==> config.mk <==
export PLATFORM = sky130hd
export DESIGN_NAME = lpia_top
export DESIGN_NICKNAME = d
export VERILOG_FILES = /design/src/verilog/lpia_pkg.sv /design/src/verilog/lpia_prio_if.sv /design/src/verilog/lpia_prio.sv /design/src/verilog/lpia_top.sv
export SDC_FILE = /design/constraint.sdc
export NUM_CORES = 2
export LEC_CHECK = 0
export BUFFER_PORTS_ARGS = -buffer_cell sky130_fd_sc_hd__buf_2
export CAP_MARGIN = 20
export CORE_MARGIN = 2
export CORE_UTILIZATION = 43
export CTS_BUF_LIST = sky130_fd_sc_hd__clkbuf_8
export DETAILED_ROUTE_END_ITERATION = 8
export MAX_ROUTING_LAYER = met4
export PLACE_DENSITY = 0.6
export SLEW_MARGIN = 20
export SYNTH_ARGS = -nofsm -noshare
export SYNTH_HDL_FRONTEND = slang
export SYNTH_SLANG_ARGS = --single-unit
==> constraint.sdc <==
create_clock -name CLK_SYS -period 7.85 [get_ports CLK_SYS]
set_input_delay 1.1775 -clock CLK_SYS [delete_from_list [all_inputs] [get_ports CLK_SYS]]
set_output_delay 1.1775 -clock CLK_SYS [all_outputs]
set_load 0.01 [all_outputs]
==> src/verilog/lpia_pkg.sv <==
// constants and types of the lowest-priority interrupt arbiter
package lpia_pkg;
  // *******************************************************
  // register map, byte addresses on the register port
  // *******************************************************
  localparam int unsigned AW = 8;
  localparam logic [7:0] A_TASK = 8'h00; // task priority, rw
  localparam logic [7:0] A_PROC = 8'h04; // processor prio, ro
  localparam logic [7:0] A_ARB = 8'h08; // arbitration value, ro
  localparam logic [7:0] A_CMDLO = 8'h0C; // command low, sends
  localparam logic [7:0] A_CMDHI = 8'h10; // command high
  localparam logic [7:0] A_LOGID = 8'h14; // logical id
  localparam logic [7:0] A_FMT = 8'h18; // target format
  localparam logic [7:0] A_EOS = 8'h1C; // end of service, wo
  localparam logic [7:0] A_STAT = 8'h20; // status
  localparam logic [7:0] A_ID = 8'h24; // own identifier
  localparam logic [7:0] A_HPV = 8'h28; // highest vectors, ro
  // *******************************************************
  // field positions and reset values
  // *******************************************************
  localparam int unsigned CMD_DLV_LSB = 8; // delivery [10:8]
  localparam int unsigned CMD_LOG_BIT = 11; // logical mode
  localparam int unsigned CMD_LVL_BIT = 14; // level
  localparam int unsigned CMD_TRG_BIT = 15; // trigger mode
  localparam int unsigned CMD_SH_LSB = 18; // shorthand [19:18]
  localparam int unsigned DEST_LSB = 24; // dest / logical id
  localparam int unsigned FMT_MODEL_LSB = 28; // model nibble
  localparam logic [3:0] FMT_FLAT = 4'hF; // flat model code
  localparam logic [31:0] FMT_RST = 32'hFFFF_FFFF;
  localparam int unsigned ST_BUSY = 0; // send engine busy
  localparam int unsigned ST_DROP = 1; // startup dropped
  localparam int unsigned ST_DISP = 2; // dispatch open
  // *******************************************************
  // types
  // *******************************************************
  typedef enum logic [2:0] {
    DLV_FIXED = 3'b000, DLV_LOWEST = 3'b001, DLV_SYSM = 3'b010,
    DLV_RSVD = 3'b011, DLV_NMI = 3'b100, DLV_INIT = 3'b101,
    DLV_START = 3'b110, DLV_EXTV = 3'b111
  } lpia_dlv_e;
  typedef enum logic [1:0] {
    SND_IDLE = 2'b00, SND_CMD = 2'b01, SND_EOS = 2'b10
  } lpia_snd_e;
endpackage

==> src/verilog/lpia_prio_if.sv <==
// carrier between the top and the priority calculator
interface lpia_prio_if;
  logic [255:0] pend; // pending request bits
  logic [255:0] insv; // in-service bits
  logic [7:0] task_lvl; // task priority level
  logic [7:0] apv; // arbitration priority value
  logic [7:0] ppv; // processor priority level
  logic [7:0] hpv; // highest pending vector
  logic [7:0] hsv; // highest in-service vector
  logic any_insv; // some in-service bit set
  modport calc (input pend, insv, task_lvl,
    output apv, ppv, hpv, hsv, any_insv);
  modport user (output pend, insv, task_lvl,
    input apv, ppv, hpv, hsv, any_insv);
endinterface

==> src/verilog/lpia_prio.sv <==
// combinational priority calculator: highest vectors and levels
module lpia_prio (
  lpia_prio_if.calc p
);
  import lpia_pkg::*;
  // *******************************************************
  // highest set bits; an empty array reads as vector 00
  // *******************************************************
  always_comb begin
    p.hpv = 8'h00;
    p.hsv = 8'h00;
    p.any_insv = |p.insv;
    for (int i = 0; i < 256; i++) begin
      if (p.pend[i]) begin
        p.hpv = 8'(i);
      end
      if (p.insv[i]) begin
        p.hsv = 8'(i);
      end
    end
  end
  // *******************************************************
  // levels follow their inputs with no register, so register
  // reads see the present state; the top registers apv onto ARB_PRIO
  // *******************************************************
  always_comb begin
    if (p.task_lvl[7:4] >= p.hpv[7:4] &&
        p.task_lvl[7:4] > p.hsv[7:4]) begin
      p.apv = p.task_lvl;
    end else if ((p.task_lvl[7:4] & p.hsv[7:4]) > p.hpv[7:4]) begin
      p.apv = {p.task_lvl[7:4] & p.hsv[7:4], 4'h0};
    end else begin
      p.apv = {p.hpv[7:4], 4'h0};
    end
    if (p.task_lvl[7:4] >= p.hsv[7:4]) begin
      p.ppv = p.task_lvl;
    end else begin
      p.ppv = {p.hsv[7:4], 4'h0};
    end
  end
endmodule

==> src/verilog/lpia_top.sv <==
// local interrupt controller: messages, rotation and delivery
module lpia_top #(
  parameter logic [3:0] LOCAL_ID = 4'h0, // own identifier
  parameter bit FOCUS_EN = 1'b1, // older bus: focus allowed
  parameter int unsigned NVEC = 256 // vector count
) (
  input wire logic CLK_SYS,
  input wire logic RST_N,
  input wire logic [lpia_pkg::AW-1:0] ADDR,
  input wire logic [31:0] WDATA,
  input wire logic WR,
  input wire logic RD,
  output logic [31:0] RDATA,
  output logic MSG_VALID,
  output lpia_pkg::lpia_dlv_e MSG_DLV,
  output logic [7:0] MSG_VEC,
  output logic [7:0] MSG_DEST,
  output logic MSG_LOGICAL,
  output logic [1:0] MSG_SHORT,
  output logic MSG_LEVEL,
  output logic MSG_TRIG,
  output logic MSG_DONE,
  input wire logic MSG_ACK,
  input wire logic MSG_NAK,
  input wire logic IN_VALID,
  input wire lpia_pkg::lpia_dlv_e IN_DLV,
  input wire logic [7:0] IN_VEC,
  input wire logic [7:0] IN_DEST,
  input wire logic IN_LOGICAL,
  input wire logic IN_BCAST,
  input wire logic IN_LEVEL,
  input wire logic IN_TRIG,
  input wire logic IN_LP_WIN,
  output logic [7:0] ARB_PRIO,
  output logic CORE_REQ,
  output lpia_pkg::lpia_dlv_e CORE_DLV,
  output logic [7:0] CORE_VEC,
  output logic INTR_VALID,
  output logic [7:0] INTR_VEC,
  input wire logic INTR_ACK,
  output logic TPR_RPT_VALID,
  output logic [7:0] TPR_RPT_VAL,
  input wire logic ROUND_DONE,
  input wire logic ROUND_WON,
  output logic [3:0] BUS_ROT_PRIO
);
  import lpia_pkg::*;

  // vectors are eight bits wide, so only 256 entries fit
  if (NVEC != 256) begin : g_chk
    $error("NVEC must be 256");
  end

  // *******************************************************
  // state
  // *******************************************************
  typedef struct packed {
    logic [7:0] task_lvl; // task priority level
    logic [31:0] cmd_lo; // command word, low half
    logic [31:0] cmd_hi; // command word, high half
    logic [31:0] logid; // logical id register
    logic [31:0] fmt; // target format register
    logic [3:0] id; // own identifier
    logic [3:0] rot; // hidden bus rotation priority
    logic [255:0] pend; // pending request bits
    logic [255:0] insv; // in-service bits
    logic [255:0] trig; // trigger mode per vector
    lpia_snd_e snd; // send engine state
    logic cmd_req; // command waiting for engine
    logic eos_req; // completion waiting for engine
    logic [7:0] eos_vec; // vector of that completion
    logic drop; // startup message dropped
    logic msg_valid;
    lpia_dlv_e msg_dlv;
    logic [7:0] msg_vec;
    logic [7:0] msg_dest;
    logic msg_log;
    logic [1:0] msg_sh;
    logic msg_lvl;
    logic msg_trg;
    logic msg_done;
    logic [7:0] arb;
    logic core_req;
    lpia_dlv_e core_dlv;
    logic [7:0] core_vec;
    logic intr_valid;
    logic [7:0] intr_vec;
    logic rpt_valid;
    logic [7:0] rpt_val;
    logic [31:0] rdata;
  } lpia_st_s;

  lpia_st_s st_ff; // registered state
  lpia_st_s nxt_st; // next state
  lpia_prio_if pif (); // carrier to calculator
  logic named; // this controller is a destination
  logic focus; // vector already pending or in service
  logic bypass; // type goes straight to core
  logic accept; // message taken this cycle
  logic wr_cmd; // command low word written
  logic wr_eos; // end of service written

  lpia_prio u_prio (
    .p(pif.calc)
  );

  assign pif.pend = st_ff.pend;
  assign pif.insv = st_ff.insv;
  assign pif.task_lvl = st_ff.task_lvl;

  // *******************************************************
  // acceptance decode
  // *******************************************************
  always_comb begin
    wr_cmd = WR && ADDR == A_CMDLO;
    wr_eos = WR && ADDR == A_EOS;
    // cluster model is not served: non-flat logical never hits
    if (IN_BCAST) begin
      named = 1'b1;
    end else if (IN_LOGICAL) begin
      named = st_ff.fmt[31:FMT_MODEL_LSB] == FMT_FLAT &&
        (IN_DEST & st_ff.logid[31:DEST_LSB]) != 8'h00;
    end else begin
      named = IN_DEST == {4'h0, st_ff.id} || IN_DEST == 8'hFF;
    end
    focus = FOCUS_EN && (st_ff.pend[IN_VEC] || st_ff.insv[IN_VEC]);
    bypass = IN_DLV inside {DLV_NMI, DLV_SYSM, DLV_INIT,
      DLV_EXTV, DLV_START};
    // lowest priority: the bus says who held the lowest value
    accept = IN_VALID && named &&
      (IN_DLV != DLV_LOWEST || IN_LP_WIN || focus);
  end

  // *******************************************************
  // next state
  // *******************************************************
  always_comb begin
    nxt_st = st_ff;
    nxt_st.core_req = 1'b0;
    nxt_st.rpt_valid = 1'b0;
    nxt_st.msg_done = st_ff.msg_done;
    nxt_st.arb = pif.apv;
    nxt_st.rdata = 32'h0000_0000;
    // register writes
    if (WR) begin
      unique case (ADDR)
        A_TASK: begin
          nxt_st.task_lvl = WDATA[7:0];
          nxt_st.rpt_valid = 1'b1;
          nxt_st.rpt_val = WDATA[7:0];
        end
        A_CMDLO: begin
          nxt_st.cmd_lo = WDATA;
          nxt_st.cmd_req = 1'b1;
        end
        A_CMDHI: nxt_st.cmd_hi = WDATA;
        A_LOGID: nxt_st.logid = WDATA;
        A_FMT: nxt_st.fmt = WDATA;
        A_ID: nxt_st.id = WDATA[3:0];
        A_STAT: begin
          if (WDATA[ST_DROP]) begin
            nxt_st.drop = 1'b0;
          end
        end
        default: begin
        end
      endcase
    end
    // reads answer one cycle later; unmapped reads give zero
    if (RD) begin
      unique case (ADDR)
        A_TASK: nxt_st.rdata = {24'h0, st_ff.task_lvl};
        A_PROC: nxt_st.rdata = {24'h0, pif.ppv};
        A_ARB: nxt_st.rdata = {24'h0, pif.apv};
        A_CMDLO: nxt_st.rdata = st_ff.cmd_lo;
        A_CMDHI: nxt_st.rdata = st_ff.cmd_hi;
        A_LOGID: nxt_st.rdata = st_ff.logid;
        A_FMT: nxt_st.rdata = st_ff.fmt;
        A_ID: nxt_st.rdata = {28'h0, st_ff.id};
        A_STAT: nxt_st.rdata = {29'h0, st_ff.intr_valid,
          st_ff.drop, st_ff.snd != SND_IDLE};
        A_HPV: nxt_st.rdata = {16'h0, pif.hsv, pif.hpv};
        default: nxt_st.rdata = 32'h0000_0000;
      endcase
    end
    // end of service: retire the top in-service vector
    if (wr_eos && pif.any_insv) begin
      nxt_st.insv[pif.hsv] = 1'b0;
      if (st_ff.trig[pif.hsv]) begin
        nxt_st.eos_req = 1'b1;
        nxt_st.eos_vec = pif.hsv;
      end
    end
    // core takes the offered vector into service
    if (st_ff.intr_valid && INTR_ACK) begin
      nxt_st.intr_valid = 1'b0;
      nxt_st.pend[st_ff.intr_vec] = 1'b0;
      nxt_st.insv[st_ff.intr_vec] = 1'b1;
    end else if (!st_ff.intr_valid && |st_ff.pend &&
                 pif.hpv[7:4] > pif.ppv[7:4]) begin
      // one vector at a time, only above processor level
      nxt_st.intr_valid = 1'b1;
      nxt_st.intr_vec = pif.hpv;
    end
    // incoming message; a set wins over the ack clear above
    if (accept) begin
      if (bypass) begin
        nxt_st.core_req = 1'b1;
        nxt_st.core_dlv = IN_DLV;
        nxt_st.core_vec = IN_VEC;
      end else begin
        nxt_st.pend[IN_VEC] = 1'b1;
        nxt_st.trig[IN_VEC] = IN_TRIG;
      end
    end
    // bus rotation priority
    if (accept && IN_DLV == DLV_INIT && !IN_LEVEL && IN_TRIG) begin
      nxt_st.rot = st_ff.id;
    end else if (ROUND_DONE && ROUND_WON) begin
      nxt_st.rot = 4'h0;
    end else if (ROUND_DONE) begin
      nxt_st.rot = st_ff.rot + 4'h1;
    end
    // send engine
    unique case (st_ff.snd)
      SND_IDLE: begin
        // completions go first so a level source can re-raise
        if (st_ff.eos_req) begin
          nxt_st.eos_req = wr_eos && pif.any_insv && st_ff.trig[pif.hsv];
          nxt_st.snd = SND_EOS;
          nxt_st.msg_valid = 1'b1;
          nxt_st.msg_done = 1'b1;
          nxt_st.msg_dlv = DLV_FIXED;
          nxt_st.msg_vec = st_ff.eos_vec;
          nxt_st.msg_dest = 8'hFF;
          nxt_st.msg_log = 1'b0;
          nxt_st.msg_sh = 2'b00;
          nxt_st.msg_lvl = 1'b0;
          nxt_st.msg_trg = 1'b1;
        end else if (st_ff.cmd_req) begin
          nxt_st.cmd_req = wr_cmd;
          nxt_st.snd = SND_CMD;
          nxt_st.msg_valid = 1'b1;
          nxt_st.msg_done = 1'b0;
          nxt_st.msg_dlv = lpia_dlv_e'(st_ff.cmd_lo[CMD_DLV_LSB+:3]);
          nxt_st.msg_vec = st_ff.cmd_lo[7:0];
          nxt_st.msg_dest = st_ff.cmd_hi[DEST_LSB+:8];
          nxt_st.msg_log = st_ff.cmd_lo[CMD_LOG_BIT];
          nxt_st.msg_sh = st_ff.cmd_lo[CMD_SH_LSB+:2];
          nxt_st.msg_lvl = st_ff.cmd_lo[CMD_LVL_BIT];
          nxt_st.msg_trg = st_ff.cmd_lo[CMD_TRG_BIT];
        end
      end
      SND_CMD, SND_EOS: begin
        if (MSG_ACK) begin
          nxt_st.msg_valid = 1'b0;
          nxt_st.snd = SND_IDLE;
        end else if (MSG_NAK && st_ff.msg_dlv == DLV_START &&
                     st_ff.snd == SND_CMD) begin
          // startup is never resent; flag it instead
          nxt_st.msg_valid = 1'b0;
          nxt_st.drop = 1'b1;
          nxt_st.snd = SND_IDLE;
        end
        // any other refusal keeps the message up: a target
        // that never answers holds the engine forever
      end
      default: begin
        nxt_st.snd = SND_IDLE;
        nxt_st.msg_valid = 1'b0;
      end
    endcase
  end

  // *******************************************************
  // state register
  // *******************************************************
  always_ff @(posedge CLK_SYS) begin
    if (!RST_N) begin
      st_ff <= '0;
      st_ff.fmt <= FMT_RST;
      st_ff.id <= LOCAL_ID;
      st_ff.rot <= LOCAL_ID;
      st_ff.snd <= SND_IDLE;
    end else begin
      st_ff <= nxt_st;
    end
  end

  // *******************************************************
  // outputs, each straight from the state register
  // *******************************************************
  assign RDATA = st_ff.rdata;
  assign MSG_VALID = st_ff.msg_valid;
  assign MSG_DLV = st_ff.msg_dlv;
  assign MSG_VEC = st_ff.msg_vec;
  assign MSG_DEST = st_ff.msg_dest;
  assign MSG_LOGICAL = st_ff.msg_log;
  assign MSG_SHORT = st_ff.msg_sh;
  assign MSG_LEVEL = st_ff.msg_lvl;
  assign MSG_TRIG = st_ff.msg_trg;
  assign MSG_DONE = st_ff.msg_done;
  assign ARB_PRIO = st_ff.arb;
  assign CORE_REQ = st_ff.core_req;
  assign CORE_DLV = st_ff.core_dlv;
  assign CORE_VEC = st_ff.core_vec;
  assign INTR_VALID = st_ff.intr_valid;
  assign INTR_VEC = st_ff.intr_vec;
  assign TPR_RPT_VALID = st_ff.rpt_valid;
  assign TPR_RPT_VAL = st_ff.rpt_val;
  assign BUS_ROT_PRIO = st_ff.rot;
endmodule

==> results.py <==
metrics = {
    "setup_path": {
        "crit_family": "compound AO/OA/AOI/OAI gates",
        "rr_worst_depth": 22,
        "endpoint_kind": "register",
        "criticalPathCategory": "reg2reg",
        "worstSetupStartpointType": "register",
        "critPathArrivalTime_ps": 8410,
        "path_max_fanout": 11,
        "reg2reg_from": "pif.insv[49]",
        "rrSetupSlack_ps": 230,
        "r2r-end": "INTR_VEC[5]",
        "path_cells": "or4_1 -> nor2_1 -> nand3_1 -> o21ai_0 -> a21oi_1 -> o21ai_0 -> a211o_1 -> nand2_1 -> ha_1 -> nor4b_1 -> nor3_1 -> buf_4 -> nand2_1 -> o21ai_0 -> ha_1 -> nor2b_1 -> o21a_1 -> o21a_1 -> o221ai_1 -> inv_1 -> mux2i_1 -> nor2_1",
        "crit_start": "pif.insv[49]",
        "required_ps": 8640,
        "worst-path-buf-inv": 2,
        "critPathSlowestCell": "o21ai_0",
        "cp_slowest_stage_delay_ps": 890,
        "cpMostUsedCell": "o21ai_0",
    },
    "yosys": {
        "synth.cell_area_um2": 51400,
        "avgSynthCellArea_um2": 7.81,
        "netlist_instances": 6579,
        "synth-seq-cells": 1013,
        "synth_area_leaders": "dfxtp_1 39%, nand2_1 9.2%, a21boi_0 7.6%",
        "yosysTopAreaCellShare_pct": 39.4,
        "synthFlopType": "dfxtp_1",
        "synth_edf_count": 0,
        "yosysSeqAreaShare_pct": 39.4,
        "ys_warn_count": 0,
        "synth_top_area_cell": "dfxtp_1",
        "yosysUniqueCellTypes": 92,
        "synth_nets": 6676,
        "async_flop_share_pct": 0,
    },
    "placement": {
        "portBuffers": 173,
        "gp_congestion": 1.08,
        "dpl_worst_slack_ps": 722,
        "dp_hpwl_um": 170000,
    },
    "floorplan": {
        "start_util_pct": 43.4,
        "rows": 126,
        "core_um2": 118000,
        "die_width_um": 350,
        "die_area_um2": 122000,
        "ios": 174,
        "die_h_um": 350,
    },
    "clocking": {
        "clk_latency_ps": 960,
        "htree_levels": 4,
        "cts_tree": "yes",
        "cts_sinks": 1013,
        "cts_resized": 0,
        "cts_buffers": 177,
        "post_cts_buffers": 0,
        "cts-root-buf": "clkbuf_8",
        "hold_buffers": 0,
        "clockBufferDepth": 3,
        "clk_pin_slew_ps": 70,
    },
    "timing": {
        "rsz0062_at_grt": "false",
        "finalHoldViolCount": 0,
        "finalWorstSetupSlack_ps": 232,
        "max_clock_freq_ghz": 0.131,
        "timing.final.max_slew_violations": 0,
        "final.min_clock_period_ps": 7620,
        "fin_crit_sh_pct": 97.0,
        "relSlewSlack_pct": 14.8,
        "tightest_slew_ps": 1250,
        "tns_ps": 0,
        "fin_skew_ps": 82.5,
        "finalSetupViolations": 0,
    },
    "outcome": {
        "outcome": "complete, no violations",
    },
    "global_routing": {
        "grt_pass1_vias": 49300,
        "grt_pass1_wl_um": 350000,
        "grt_usage_pct": 40.4,
        "gr-total-overflow": 0,
        "grt_antenna_before_repair": 27,
        "grt_start_max_net_pins": 264,
    },
    "detailed_routing": {
        "drt_iter0_markers": 7891,
        "postRouteAntennaNets": 0,
        "wirelength_um": 246000,
        "via_count": 52900,
        "drc_errors": 0,
        "via_per_inst": 6.34,
        "drt-wirelength-per-cell_um": 29.5,
        "first_pass_iters": 8,
    },
    "min_path": {
        "hold-path-endpoint": "st_ff[963]",
        "hold_depth": 2,
        "hp-start": "st_ff[963]",
        "hold_class": "reg2reg",
    },
    "power_and_ir_drop": {
        "p_per_area_nw_per_um2": 187,
        "p_leak_nw": 21.5,
        "vdd_drop_max_v": 0.000195,
    },
    "cells_and_area": {
        "nNetsFinal": 6682,
        "drive_gt1_share_pct": 11.2,
        "fillerInstances": 11900,
        "area_growth_pct": 11.4,
    },
    "flow_run": {
        "maxCapViolCount": 0,
    },
}
==> per-layer routing <==
layer	vias to the layer above	wire length, um	global-route usage, %
li1	23300	-	-
met2	3565	104000	57.6
met4	0	19800	29.1
met5	-	0	-
met1	25200	93200	49.2
met3	910	29800	10.8
==> where the power goes <==
group | switching, mW | total (mW) | internal, mW
logic | 0.341 | 0.500 | 0.159
registers | 0.00646 | 5.15 | 5.15
clock network | 2.41 | 5.06 | 2.66
==> cell families (layout without fill, tap and decap cells) <==
family	Yosys count	in the layout	synth area share, %
mux	423	423	9.14
buf+inv	609	755	5.29
fa+ha+maj	23	23	0.560
flops	1013	1013	39.4
simple gates	2777	2777	23.6
compound gates	1734	1734	22.0
other cells	0	30	0
==> synth_stat cells, drive strengths merged, types with 12 or more instances <==
cell type / count
nor4: 156
nor2b: 83
a222oi: 24
o211ai: 15
nor2: 674
o31ai: 49
a31oi: 30
inv: 115
and3: 20
clkbuf: 326
or3: 13
a22oi: 21
nand3: 175
or4: 29
nand2: 1265
nand4: 21
nand2b: 38
o21bai: 19
o311ai: 15
o21ai: 383
nor3: 240
buf: 167
mux2: 40
dfxtp: 1013
a21boi: 523
o2111ai: 12
a221oi: 12
ha: 23
o22ai: 41
a211oi: 52
and2: 29
mux4: 33
mux2i: 350
o21a: 18
a21oi: 410
==> how the worst max path moves through the flow <==
stage          depth (start not counted)          end  slack, ps
3_3_place_gp                          21  INTR_VEC[5]        590
5_1_grt                               22  INTR_VEC[5]        170
6_report                              22  INTR_VEC[5]        230
2_1_floorplan                         19   st_ff[152]       3050
3_5_place_dp                          22  INTR_VEC[5]        720
4_1_cts                               22  INTR_VEC[5]        690
==> placed cells by master (no fill, tap or decap), types with 20 or more instances in the layout <==
master / synthesis / layout
a211oi_1: 52 / 52
a21boi_0: 523 / 523
a21oi_1: 410 / 409
a222oi_1: 24 / 24
a22oi_1: 21 / 21
a31oi_1: 29 / 28
and2_1: 26 / 28
and3_1: 20 / 20
buf_2: 30 / 169
buf_4: 100 / 141
clkbuf_8: 0 / 228
dfxtp_1: 1013 / 1013
diode_2: 0 / 30
ha_1: 23 / 23
inv_1: 114 / 174
mux2_2: 40 / 40
mux2i_1: 350 / 350
mux4_2: 33 / 33
nand2_1: 1263 / 1250
nand2b_1: 38 / 38
nand3_1: 175 / 174
nand4_1: 21 / 21
nor2_1: 672 / 636
nor2b_1: 83 / 81
nor3_1: 240 / 229
nor4_1: 154 / 152
o21ai_0: 370 / 369
o22ai_1: 41 / 41
o31ai_1: 49 / 49
or4_1: 28 / 28
==> registers in the layout, summed over array words and instances, names as in the netlist, 2 cells and up <==
register	count
INTR_VEC	8
CORE_DLV	3
MSG_DLV	3
pif.pend	256
CORE_VEC	8
MSG_SHORT	2
ARB_PRIO	8
MSG_VEC	8
BUS_ROT_PRIO	4
RDATA	32
TPR_RPT_VAL	8
st_ff	401
MSG_DEST	8
pif.insv	256
==> worst reg2reg max path, delay by kind of cell, from the launching register on <==
| kind | cells | cell delay (ps) |
|---|---|---|
| buf+inv | 2 | 440 |
| compound gates | 8 | 3320 |
| simple gates | 9 | 2300 |
| mux | 1 | 210 |
| flops | 1 | 370 |
| fa+ha+maj | 2 | 820 |
==> through the flow <==
step | instance area, um2 | hold WS [ps] | utilization (%) | total power [mW] | cells
after floorplan | 51400 | 432 | - | 5.56 | 6579
after global placement | 53500 | 437 | 45.2 | 5.75 | 8002
after detailed placement | 53600 | 444 | 45.2 | 5.75 | 8005
after CTS | 57200 | 439 | 48.3 | 10.7 | 8324
after global routing | 57300 | 470 | 48.4 | 11.0 | 8352
final | 57300 | 452 | 48.4 | 10.7 | 8355
==> layout make-up <==
class / instances / area [um2] / share of cell area [%]
repair buffers: 320 / 2070 / 3.61
multi-input cells: 4957 / 28800 / 50.2
inverters: 116 / 443 / 0.773
flip-flops and latches: 1013 / 20300 / 35.4
well taps: 1600 / 2000 / 3.49
clock buffers: 226 / 3110 / 5.43
clock inverters: 93 / 519 / 0.907
diodes: 30 / 75.1 / 0.131
(Power assumes the default switching activity.)
